<file path="src/ecd_pkg.sv">
`default_nettype none

package ecd_pkg;

    // ------------------------------------------------------------------
    // Divider bank shape and ratio encodings
    // ------------------------------------------------------------------
    localparam int          ECD_NUM_DIV        = 4;
    localparam logic        HALF_RATE_RATIO    = 1'b0;
    localparam logic        QUARTER_RATE_RATIO = 1'b1;

    // ------------------------------------------------------------------
    // Divider source selection codes
    // ------------------------------------------------------------------
    localparam logic [1:0]  SRC_IO_CELL        = 2'h0;
    localparam logic [1:0]  SRC_PLL            = 2'h1;
    localparam logic [1:0]  SRC_FABRIC         = 2'h2;

    // ------------------------------------------------------------------
    // Timing counts, in source clock edges
    // ------------------------------------------------------------------
    localparam logic [2:0]  LSR_HOLD_EDGES     = 3'h4;
    localparam logic [2:0]  LSR_CNT_RESET      = 3'h0;

    // ------------------------------------------------------------------
    // Selector state
    // ------------------------------------------------------------------
    typedef enum logic [1:0] {
        ECD_SEL_ARM,
        ECD_SEL_RUN
    } ecd_sel_state_e;

endpackage : ecd_pkg

`default_nettype wire

</file>
<file path="src/ecd_clock_ctrl.sv">
// Function
// - Four independent dividers per edge clock set make slower clocks.
// - Each divider divides its input by two or by four.
// - Divided output phase is fixed by the release of the divider reset.
// - Divider input chosen from io cell, PLL or fabric clock.
// - Each divided clock drives out as a primary clock source.
// - Divider makes a local set/reset for the io cell gearing logic.
// - Selector drives one of two independent clocks out, chosen by select.
// - Selector output never glitches or shows runt pulses on a switch.
`timescale 1ns/1ns
`default_nettype none

module ecd_clock_ctrl
    import ecd_pkg::*;
(
    input  wire logic                     core_clk,
    input  wire logic                     rst,
    input  wire logic                     io_cell_clk,
    input  wire logic                     pll_clk,
    input  wire logic                     fabric_clk,
    input  wire logic [ECD_NUM_DIV-1:0]   div_hold,
    input  wire logic [ECD_NUM_DIV-1:0]   div_ratio,
    input  wire logic [2*ECD_NUM_DIV-1:0] div_src_sel,
    input  wire logic                     sel_clk_a,
    input  wire logic                     sel_clk_b,
    input  wire logic                     sel_choose_b,
    output logic      [ECD_NUM_DIV-1:0]   div_clk_out,
    output logic                          edge_local_set_reset,
    output logic                          global_clk_out
);

    logic [2:0]             src_meta_reg;
    logic [2:0]             src_sync_reg;
    logic [1:0]             sel_meta_reg;
    logic [1:0]             sel_sync_reg;
    logic [1:0]             sel_prev_reg;
    logic [ECD_NUM_DIV-1:0] lsr_bus;
    logic                   cur_b_reg;
    ecd_sel_state_e         sel_state_reg;
    logic                   cur_lvl;
    logic                   cur_fall;
    logic                   want_lvl;
    logic                   want_fall;
    logic                   leave_cur;
    logic                   join_new;

    // ------------------------------------------------------------------
    // Helper functions
    // ------------------------------------------------------------------
    // Falling edge of a synchronised clock: high last cycle, low now.
    // Used for both the followed and the requested selector clock.
    function automatic logic fall_seen
    (
        input logic prev_lvl,
        input logic now_lvl
    );
        return prev_lvl & ~now_lvl;
    endfunction : fall_seen

    // Level of clock a or clock b, as picked by one select bit.
    // Bit 0 of the pair is clock a and bit 1 is clock b.
    function automatic logic pick_clk
    (
        input logic [1:0] lvl,
        input logic       use_b
    );
        return use_b ? lvl[1] : lvl[0];
    endfunction : pick_clk

    // ------------------------------------------------------------------
    // Input synchronisers
    // ------------------------------------------------------------------
    // Divider sources come from pins; two flops before any use.
    always_ff @(posedge core_clk or posedge rst)
    begin
        if (rst)
        begin
            src_meta_reg <= 3'h0;
            src_sync_reg <= 3'h0;
        end
        else
        begin
            src_meta_reg <= {fabric_clk, pll_clk, io_cell_clk};
            src_sync_reg <= src_meta_reg;
        end
    end

    // ------------------------------------------------------------------
    // Selector clock synchronisers
    // ------------------------------------------------------------------
    // Selector clocks are also foreign; synchronise, then keep a history
    // flop so that falling edges can be seen one cycle after they land.
    always_ff @(posedge core_clk or posedge rst)
    begin
        if (rst)
        begin
            sel_meta_reg <= 2'h0;
            sel_sync_reg <= 2'h0;
            sel_prev_reg <= 2'h0;
        end
        else
        begin
            sel_meta_reg <= {sel_clk_b, sel_clk_a};
            sel_sync_reg <= sel_meta_reg;
            sel_prev_reg <= sel_sync_reg;
        end
    end

    // ------------------------------------------------------------------
    // Divider bank
    // ------------------------------------------------------------------
    // One independent divider per lane, each with its own source and ratio.
    // All lanes share the same synchronised copies of the three sources.
    for (genvar i = 0; i < ECD_NUM_DIV; i++)
    begin : g_div
        ecd_divider u_div
        (
            .core_clk      (core_clk),
            .rst           (rst),
            .io_cell_clk_s (src_sync_reg[0]),
            .pll_clk_s     (src_sync_reg[1]),
            .fabric_clk_s  (src_sync_reg[2]),
            .src_sel       (div_src_sel[2*i +: 2]),
            .ratio         (div_ratio[i]),
            .div_hold      (div_hold[i]),
            .div_clk       (div_clk_out[i]),
            .lsr           (lsr_bus[i])
        );
    end

    // ------------------------------------------------------------------
    // Bank set/reset merge
    // ------------------------------------------------------------------
    // Gearing logic stays in reset while any divider lane still asks.
    // The merge is registered so the bank output comes from a flop.
    always_ff @(posedge core_clk or posedge rst)
    begin
        if (rst)
            edge_local_set_reset <= 1'b1;
        else
            edge_local_set_reset <= |lsr_bus;
    end

    // ------------------------------------------------------------------
    // Glitch-free clock selector
    // ------------------------------------------------------------------
    // Levels and falling edges of the current and the requested clock.
    always_comb
    begin
        cur_lvl   = pick_clk(sel_sync_reg, cur_b_reg);
        cur_fall  = fall_seen(pick_clk(sel_prev_reg, cur_b_reg), cur_lvl);
        want_lvl  = pick_clk(sel_sync_reg, sel_choose_b);
        want_fall = fall_seen(pick_clk(sel_prev_reg, sel_choose_b), want_lvl);
    end

    // ------------------------------------------------------------------
    // Switch decisions
    // ------------------------------------------------------------------
    // The old clock is only left in its low phase and the new one only
    // joined at its fall, so no high pulse out is ever cut short.
    always_comb
    begin
        leave_cur = (sel_state_reg == ECD_SEL_RUN)
                    && (sel_choose_b != cur_b_reg)
                    && cur_fall;
        join_new  = (sel_state_reg == ECD_SEL_ARM)
                    && want_fall && !want_lvl;
    end

    // ------------------------------------------------------------------
    // Selector state and output
    // ------------------------------------------------------------------
    // Run while one clock is passed through; arm while waiting to join.
    // A stray state code falls back to arm, which keeps the output low.
    always_ff @(posedge core_clk or posedge rst)
    begin
        if (rst)
            sel_state_reg <= ECD_SEL_ARM;
        else
        begin
            case (sel_state_reg)
                ECD_SEL_RUN:
                begin
                    if (leave_cur)
                        sel_state_reg <= ECD_SEL_ARM;
                end
                ECD_SEL_ARM:
                begin
                    if (join_new)
                        sel_state_reg <= ECD_SEL_RUN;
                end
                default:
                begin
                    sel_state_reg <= ECD_SEL_ARM;
                end
            endcase
        end
    end

    // The followed clock tracks the select while armed and at a leave.
    // A select change while armed only retargets the wait.
    always_ff @(posedge core_clk or posedge rst)
    begin
        if (rst)
            cur_b_reg <= 1'b0;
        else if (leave_cur || sel_state_reg == ECD_SEL_ARM)
            cur_b_reg <= sel_choose_b;
    end

    // Output copies the followed clock while running and is low otherwise,
    // so each pulse out is a whole pulse of one input.
    always_ff @(posedge core_clk or posedge rst)
    begin
        if (rst)
            global_clk_out <= 1'b0;
        else if (sel_state_reg == ECD_SEL_RUN && !leave_cur)
            global_clk_out <= cur_lvl;
        else
            global_clk_out <= 1'b0;
    end

endmodule : ecd_clock_ctrl

`default_nettype wire

</file>
<file path="src/ecd_divider.sv">
`timescale 1ns/1ns
`default_nettype none

module ecd_divider
    import ecd_pkg::*;
(
    input  wire logic       core_clk,
    input  wire logic       rst,
    input  wire logic       io_cell_clk_s,
    input  wire logic       pll_clk_s,
    input  wire logic       fabric_clk_s,
    input  wire logic [1:0] src_sel,
    input  wire logic       ratio,
    input  wire logic       div_hold,
    output logic            div_clk,
    output logic            lsr
);

    logic       src_lvl;
    logic       src_prev_reg;
    logic       src_rise;
    logic       quarter_ph_reg;
    logic [2:0] lsr_cnt_reg;
    logic [2:0] lsr_cnt_next;

    // ------------------------------------------------------------------
    // Source selection and edge detection
    // ------------------------------------------------------------------
    // Picks the clock feeding this divider; unknown codes fall to fabric.
    always_comb
    begin
        case (src_sel)
            SRC_IO_CELL: src_lvl = io_cell_clk_s;
            SRC_PLL:     src_lvl = pll_clk_s;
            default:     src_lvl = fabric_clk_s;
        endcase
    end

    // Remembers the last source level so rising edges can be seen.
    always_ff @(posedge core_clk or posedge rst)
    begin
        if (rst)
            src_prev_reg <= 1'b0;
        else
            src_prev_reg <= src_lvl;
    end

    assign src_rise = src_lvl & ~src_prev_reg;

    // ------------------------------------------------------------------
    // Divided clock
    // ------------------------------------------------------------------
    // Output sits low while held, so the first source rise after release
    // always starts the first high phase at a known alignment.
    always_ff @(posedge core_clk or posedge rst)
    begin
        if (rst)
        begin
            div_clk        <= 1'b0;
            quarter_ph_reg <= 1'b0;
        end
        else if (div_hold)
        begin
            div_clk        <= 1'b0;
            quarter_ph_reg <= 1'b0;
        end
        else if (src_rise)
        begin
            quarter_ph_reg <= ~quarter_ph_reg;
            if (ratio == HALF_RATE_RATIO)
                div_clk <= ~div_clk;
            else if (!quarter_ph_reg)
                div_clk <= ~div_clk;
        end
    end

    // ------------------------------------------------------------------
    // Local set/reset for the gearing logic
    // ------------------------------------------------------------------
    // Next set/reset edge count, shared by the counter and its compare.
    assign lsr_cnt_next = lsr_cnt_reg + 3'h1;

    // Held active during the divider hold and for a few source edges after,
    // so gearing flops leave reset in step with the divided clock.
    always_ff @(posedge core_clk or posedge rst)
    begin
        if (rst)
        begin
            lsr         <= 1'b1;
            lsr_cnt_reg <= LSR_CNT_RESET;
        end
        else if (div_hold)
        begin
            lsr         <= 1'b1;
            lsr_cnt_reg <= LSR_CNT_RESET;
        end
        else if (src_rise && lsr)
        begin
            lsr_cnt_reg <= lsr_cnt_next;
            if (lsr_cnt_next == LSR_HOLD_EDGES)
                lsr <= 1'b0;
        end
    end

endmodule : ecd_divider

`default_nettype wire

</file>
<file path="config.mk">
export PLATFORM = sky130hd
export DESIGN_NAME = ecd_clock_ctrl
export DESIGN_NICKNAME = d
export VERILOG_FILES = /design/src/ecd_pkg.sv /design/src/ecd_clock_ctrl.sv /design/src/ecd_divider.sv
export SDC_FILE = /design/constraint.sdc
export NUM_CORES = 1
export LEC_CHECK = 0
export ABC_AREA = 1
export BUFFER_PORTS_ARGS = -buffer_cell sky130_fd_sc_hd__buf_2
export CAP_MARGIN = 15
export CORE_ASPECT_RATIO = 1.2
export CORE_MARGIN = 3
export CORE_UTILIZATION = 55
export DETAILED_ROUTE_END_ITERATION = 10
export PLACE_DENSITY = 0.87
export SYNTH_ARGS = -nofsm -noshare
export SYNTH_HDL_FRONTEND = slang
export SYNTH_HIERARCHICAL = 1
export SYNTH_SLANG_ARGS = --single-unit
</file>
<file path="constraint.sdc">
create_clock -name core_clk -period 1.69 [get_ports core_clk]
set_input_delay 0.2535 -clock core_clk [delete_from_list [all_inputs] [get_ports core_clk]]
set_output_delay 0.2535 -clock core_clk [all_outputs]
set_load 0.02 [all_outputs]
</file>
==> out/results.txt, run 1 <==
status: completed
Rel. slew slack: 60.0%
Syn Std Cell Area: 0.00232 mm²
routed vias/inst: 5.10
maximum clock frequency: 803 MHz
detailed placement HPWL: 3.47 mm
drt initial violations: 95
cell family with most CP delay: flip-flops
min-delay worst type: in -> reg
Core Region: 0.00400 mm²
WP data required: 1.44 ns
Post-Syn Instances: 275
drt wl/cell: 12.3 µm
total gr overflow: 0
area leader, netlist: dfrtp_1
fin area: 0.00271 mm²
Avg Cell Area, Syn: 8.45 µm²
post-synthesis compound-gate area fraction: 1.29%
Synth Area in Simple Gates: 37.4%
largest net degree at the start of global routing: 17
share of cells above drive strength 1: 26.2%
Die W: 65.4 µm
Vert. Die Dim: 77.2 µm
H-tree levels: 2
post-layout minimum cycle time: 1.25 ns
first-pass GRT wire length: 8.13 mm
n_diodes: 0
clock skew: 0.00811 ns
FF+latch count, synth: 44
vias in the first global route: 1924
RSZ-0062 raised after global routing: false
YS warnings: 6
area grow syn2layout: 16.4%
Routed Antenna Nets: 0
Fin Setup TNS: 0 ns
initial antenna violation count: 0
final setup fails: 0
Final period util: 73.7%
P per Cell Area: 1060 mW/mm²
cell-by-cell trace of the critical path: buf_2
final net count: 344
Worst-Skew Late Latency: 0.30 ns
largest fanout on the critical path: 1
clk buf depth: 2
Area contributors post-synth: dfrtp_1 42%, nand2_1 13%, nand3_1 7.5%
Filler cells: 350
syn_nets: 307
startpoint types: flip-flop
CP max-delay cell: dfstp_2
Maximum Capacitance Violations: 0
number of gates resized after cts: 0
DRC: 0
final WL: 4.52 mm
area share of fa/ha/maj cells after synthesis: 4.31%
TritonCTS Buffers: 5
Worst-path clk slew: 0.08 ns
IO Port Bufs: 29
max reg flops: 12
Fin. Hold Viols: 0
fin util: 67.6%
number of top-level pins: 30
post-synthesis mux area share: 0%
Worst Tran Pin Value: 0.599 ns
main combinational cell family by area after synthesis: simple AND/OR/NAND/NOR gates
die area: 0.00505 mm²
critical path data arrival time: 0.99 ns
DRT Pass-1 Iters: 4
Final Wtd Congestion: 0.810
Slew Viols, Final: 0
register area share after synthesis: 47.6%
leak pwr: 1.51 nW
CTS tree: built
Starting Density: 58.1%
Post-DP Area: 0.00254 mm²
Netlist cell types: 16
xor and xnor area share after synthesis: 0%
global-route usage over all layers: 20.7%
Max VDD drop: 0.645 mV
Layout Cells excl Fill: 367
via count: 1873
FP Rows: 25
Final Total Pwr: 2.86 mW
share of the synthesized area in the top cell type: 42.0%
Crit. End Element: primary output
Root Driver: clkbuf_8
Clock Sink Count: 44
Largest stage delay, worst path: 0.54 ns
CP Class: reg -> out
placed cells: 358
CP Buf/Inv Count: 1
==> kinds of logic after synthesis <==
family / after synthesis
simple gates: 177
fa+ha+maj: 8
flops: 44
buf+inv: 42
compound gates: 4
==> metrics by stage <==
stage / setup slack [ns] / hold WS, ns
2_1_floorplan: 0.590 / 0.0562
3_3_place_gp: 0.560 / 0.256
3_5_place_dp: 0.508 / 0.254
4_1_cts: 0.437 / 0.0442
5_1_grt: 0.378 / 0.0401
6_report: 0.445 / 0.0535
==> synth_stat cells (all sizes together) <==
cell / number
bufinv: 4
clkinv: 4
dfrtp: 39
dfstp: 5
ha: 8
inv: 34
nand2: 86
nand3: 52
nand4: 8
nor2: 27
o21a: 4
or2: 4
==> power by group <==
| part | internal, mW | total, mW | switching, mW |
|---|---|---|---|
| Clock | 0.739 | 1.10 | 0.361 |
| Sequential | 1.17 | 1.26 | 0.0927 |
| Combinational | 0.193 | 0.497 | 0.304 |
| Total | 2.10 | 2.86 | 0.758 |
==> path summary, 6_finish.rpt <==
| kind | startpoint | to | slack, ns | cells past startpoint |
|---|---|---|---|---|
| setup reg to reg | g_div[0].u_div/lsr_cnt_reg[0] | g_div[0].u_div/lsr | 0.50 | 6 |
| hold reg to reg | src_meta_reg[1] | src_sync_reg[1] | 0.35 | 0 |
| setup / recovery | edge_local_set_reset | edge_local_set_reset | 0.44 | 1 |
| hold / removal | fabric_clk | src_meta_reg[2] | 0.05 | 1 |
| max in group asynchronous | rst | sel_prev_reg[1] | 0.69 | 3 |
| min in group asynchronous | rst | g_div[0].u_div/src_prev_reg | 0.48 | 3 |
==> cell type report <==
cell class,instances,area [µm²],share of cell area [%]
clock inverters,3,90.1,3.33
multi-input cells,189,1000,36.9
repair buffers,30,155,5.73
flip-flops and latches,44,1110,40.9
clock buffers,5,68.8,2.54
well taps,54,67.6,2.50
inverters,42,218,8.04
==> repair_timing <==
action                                 CTS  global route
endpoints found under the hold margin   24             0
setup endpoints to repair                0             0
buffers inserted                         0             0
hold buffers                             1             0
==> per-layer routing <==
metal | vias to the layer above | global-route usage, % | routed length, µm
met1 | 885 | 24.0 | 1920
li1 | 940 | - | -
met5 | - | 0 | 0
met2 | 39 | 35.3 | 2330
met4 | 0 | 9.96 | 89
met3 | 9 | 4.83 | 180
==> placed cells by master (no fill, tap or decap) <==
cell and count:
or2_1 4, ha_1 8, buf_2 29, inv_1 29, bufinv_16 3, dfstp_2 5
dlygate4sd3_1 1, bufinv_8 4, nor2_2 4, inv_2 5, nand2_1 80, clkbuf_8 5
o21a_1 4, nand3_1 35, nand4_1 8, nor2_1 23, nand3_2 17, nand2_2 6
dfrtp_1 39, clkinv_2 4
Note: power is estimated with default switching activity, not from simulation.
==> run 2: changes to the inputs <==
==> constraint.sdc (replaced) <==
create_clock -name core_clk -period 1.2 [get_ports core_clk]
set_input_delay 0.18 -clock core_clk [delete_from_list [all_inputs] [get_ports core_clk]]
set_output_delay 0.18 -clock core_clk [all_outputs]
set_load 0.02 [all_outputs]
==> run 2 against run 1 <==
Sequential share of layout area decreased by 0.84 points. Sequential power rose by 41%. Clock-buffer cell count unchanged. Sequential cell count unchanged. Setup slack worse by 0.42 ns. Clock skew decreased by 0.0030 ns. Clock power about the same. Design area is 2.5% higher.
==> out/results.txt, run 2 (synthesis gave the netlist of run 1 again) <==
status: completed
clk buf depth: 2 (unchanged)
WP data required: 1.02 ns (-0.42 ns)
CP Class: reg -> out
Worst-Skew Late Latency: 0.30 ns (about the same)
Filler cells: 339 (-3.1%)
drt wl/cell: 12.1 µm (-1.7%)
Starting Density: 58.1% (unchanged)
register share of total power: 48.3% (+4.2 points)
via count: 1929 (+3.0%)
Routed Antenna Nets: 0 (unchanged)
routed vias/inst: 5.10 (about the same)
critical path data arrival time: 0.99 ns (about the same)
Worst-path clk slew: 0.08 ns (about the same)
Rel. slew slack: 80.5% (+20 points)
clock skew: 0.00506 ns (-0.00305 ns)
Fin Setup TNS: 0 ns (unchanged)
Clock Sink Count: 44 (unchanged)
Final Wtd Congestion: 0.823 (+1.7%)
combinational fraction of design power: 20.9% (+3.5 points)
min-delay worst type: in -> reg
DRC: 0 (unchanged)
part of the power in the clock network: 30.8% (-7.7 points)
Root Driver: clkbuf_8
final net count: 355 (+3.2%)
max reg flops: 12 (unchanged)
Core Region: 0.00400 mm² (unchanged)
CP max-delay cell: dfstp_2
startpoint types: flip-flop
Vert. Die Dim: 77.2 µm (unchanged)
largest fanout on the critical path: 1 (unchanged)
FP Rows: 25 (unchanged)
share of cells above drive strength 1: 29.9% (+3.7 points)
DRT Pass-1 Iters: 4 (unchanged)
P_int: 2.58 mW (+23%)
maximum clock frequency: 853 MHz
detailed placement HPWL: 3.52 mm (+1.3%)
area grow syn2layout: 19.3%
Slew Viols, Final: 0 (unchanged)
Max VDD drop: 0.883 mV (+37%)
P per Cell Area: 1330 mW/mm² (+26%)
first-pass GRT wire length: 7.91 mm (-2.7%)
CP Buf/Inv Count: 1 (unchanged)
most frequent cells in the layout: 80 x nand2_1, 36 x dfrtp_1, 35 x nand3_1, 29 x inv_1, 29 x buf_2
initial antenna violation count: 0 (unchanged)
Worst Tran Pin Value: 0.292 ns (-0.306 ns)
final WL: 4.58 mm (+1.3%)
RSZ-0062 raised after global routing: true
cell-by-cell trace of the critical path: buf_2
H-tree levels: 2 (unchanged)
largest net degree at the start of global routing: 16 (-1)
drt initial violations: 109 (+15%)
Maximum Capacitance Violations: 0 (unchanged)
switching power: 1.10 mW (+45%)
IO Port Bufs: 29 (unchanged)
global-route usage over all layers: 20.4% (-0.32 points)
leak pwr: 1.53 nW (+1.0%)
TritonCTS Buffers: 5 (unchanged)
number of top-level pins: 30 (unchanged)
fin util: 69.3% (+1.7 points)
CTS tree: built
Largest stage delay, worst path: 0.54 ns (about the same)
total gr overflow: 0 (unchanged)
Final WS setup: 0.0281 ns (-0.417 ns)
Crit. End Element: primary output
switching part of the total: 29.8% (+3.3 points)
die area: 0.00505 mm² (unchanged)
cell family with most CP delay: flip-flops
most common cell after layout, fill and taps aside: nand2_1
vias in the first global route: 1915 (-0.47%)
final setup fails: 0 (unchanged)
worst slack, placed: 0.0347 ns (-0.473 ns)
n_diodes: 0 (unchanged)
Fin. Hold Viols: 0 (unchanged)
Die W: 65.4 µm (unchanged)
Final period util: 97.7%
post-layout minimum cycle time: 1.17 ns
run 2: cell types whose count changed in the layout (fill, tap and decap cells not counted), moves of 2 or more:
cell           delta
buf_4             +6
bufinv_16         -2
dfrtp_1           -3
dfrtp_2           +3
dlygate4sd3_1     +5
ha_1              -3
ha_2              +3
nor2_1            -3
nor2_2            +3
run 2: final timing paths:
path                                                from                       endpoint  slack [ns]  cells past startpoint
hold / removal                              sel_choose_b                      cur_b_reg        0.12                      3
min in group asynchronous                            rst  g_div[0].u_div/lsr_cnt_reg[2]        0.40                      3
setup reg to reg           g_div[3].u_div/lsr_cnt_reg[0]             g_div[3].u_div/lsr        0.04                      6
max in group asynchronous                            rst                src_sync_reg[0]        0.50                      4
hold reg to reg                          src_meta_reg[0]                src_sync_reg[0]        0.35                      0
setup / recovery                    edge_local_set_reset           edge_local_set_reset        0.03                      1
run 2: final cells by class:
type,instances,area (µm²),area share (%)
clock inverters,3,42.5,1.53
well taps,54,67.6,2.44
clock buffers,5,68.8,2.48
multi-input cells,189,1010,36.6
flip-flops and latches,44,1110,40.1
inverters,42,218,7.85
repair buffers,41,250,9.03
run 2: power by group through the flow:
stage	registers (mW)	clock network, mW	logic, mW
floorplan	1.82	0	0.474
global placement	1.79	0	0.681
detailed placement	1.81	0	0.716
CTS	1.78	1.16	0.733
global route	1.80	1.23	0.870
finish	1.78	1.13	0.768
run 2: what timing repair did:
item,in CTS,in global routing
setup buffers,0,4
resized for setup,0,9
setup endpoints to repair,0,16
hold endpoints to repair,45,0
hold buffers,6,0
run 2: per-layer routing:
metal | global-route usage [%] | vias to the layer above | part of all wire [%] | wire (µm)
met4 | 10.8 | 0 | 2.8 | 129
met5 | 0 | - | 0 | 0
met1 | 23.1 | 905 | 41 | 1860
met3 | 5.56 | 12 | 5.4 | 249
met2 | 34.2 | 48 | 51 | 2330
li1 | - | 964 | - | -
run 2: tightest hold or removal path, delay by kind of cell:
kind,cells,cell delay [ns]
AND/OR/NAND/NOR,2,0.09
buffers and inverters,1,0.11
run 2: metrics by stage:
stage | hold WS, ns | power, mW | cells | instance area (µm²)
5_1_grt | 0.135 | 3.90 | 378 | 2770
3_5_place_dp | 0.180 | 2.52 | 360 | 2550
4_1_cts | 0.110 | 3.67 | 374 | 2720
2_1_floorplan | -0.0173 | 2.29 | 275 | 2320
6_report | 0.120 | 3.68 | 378 | 2770
3_3_place_gp | 0.183 | 2.47 | 360 | 2550
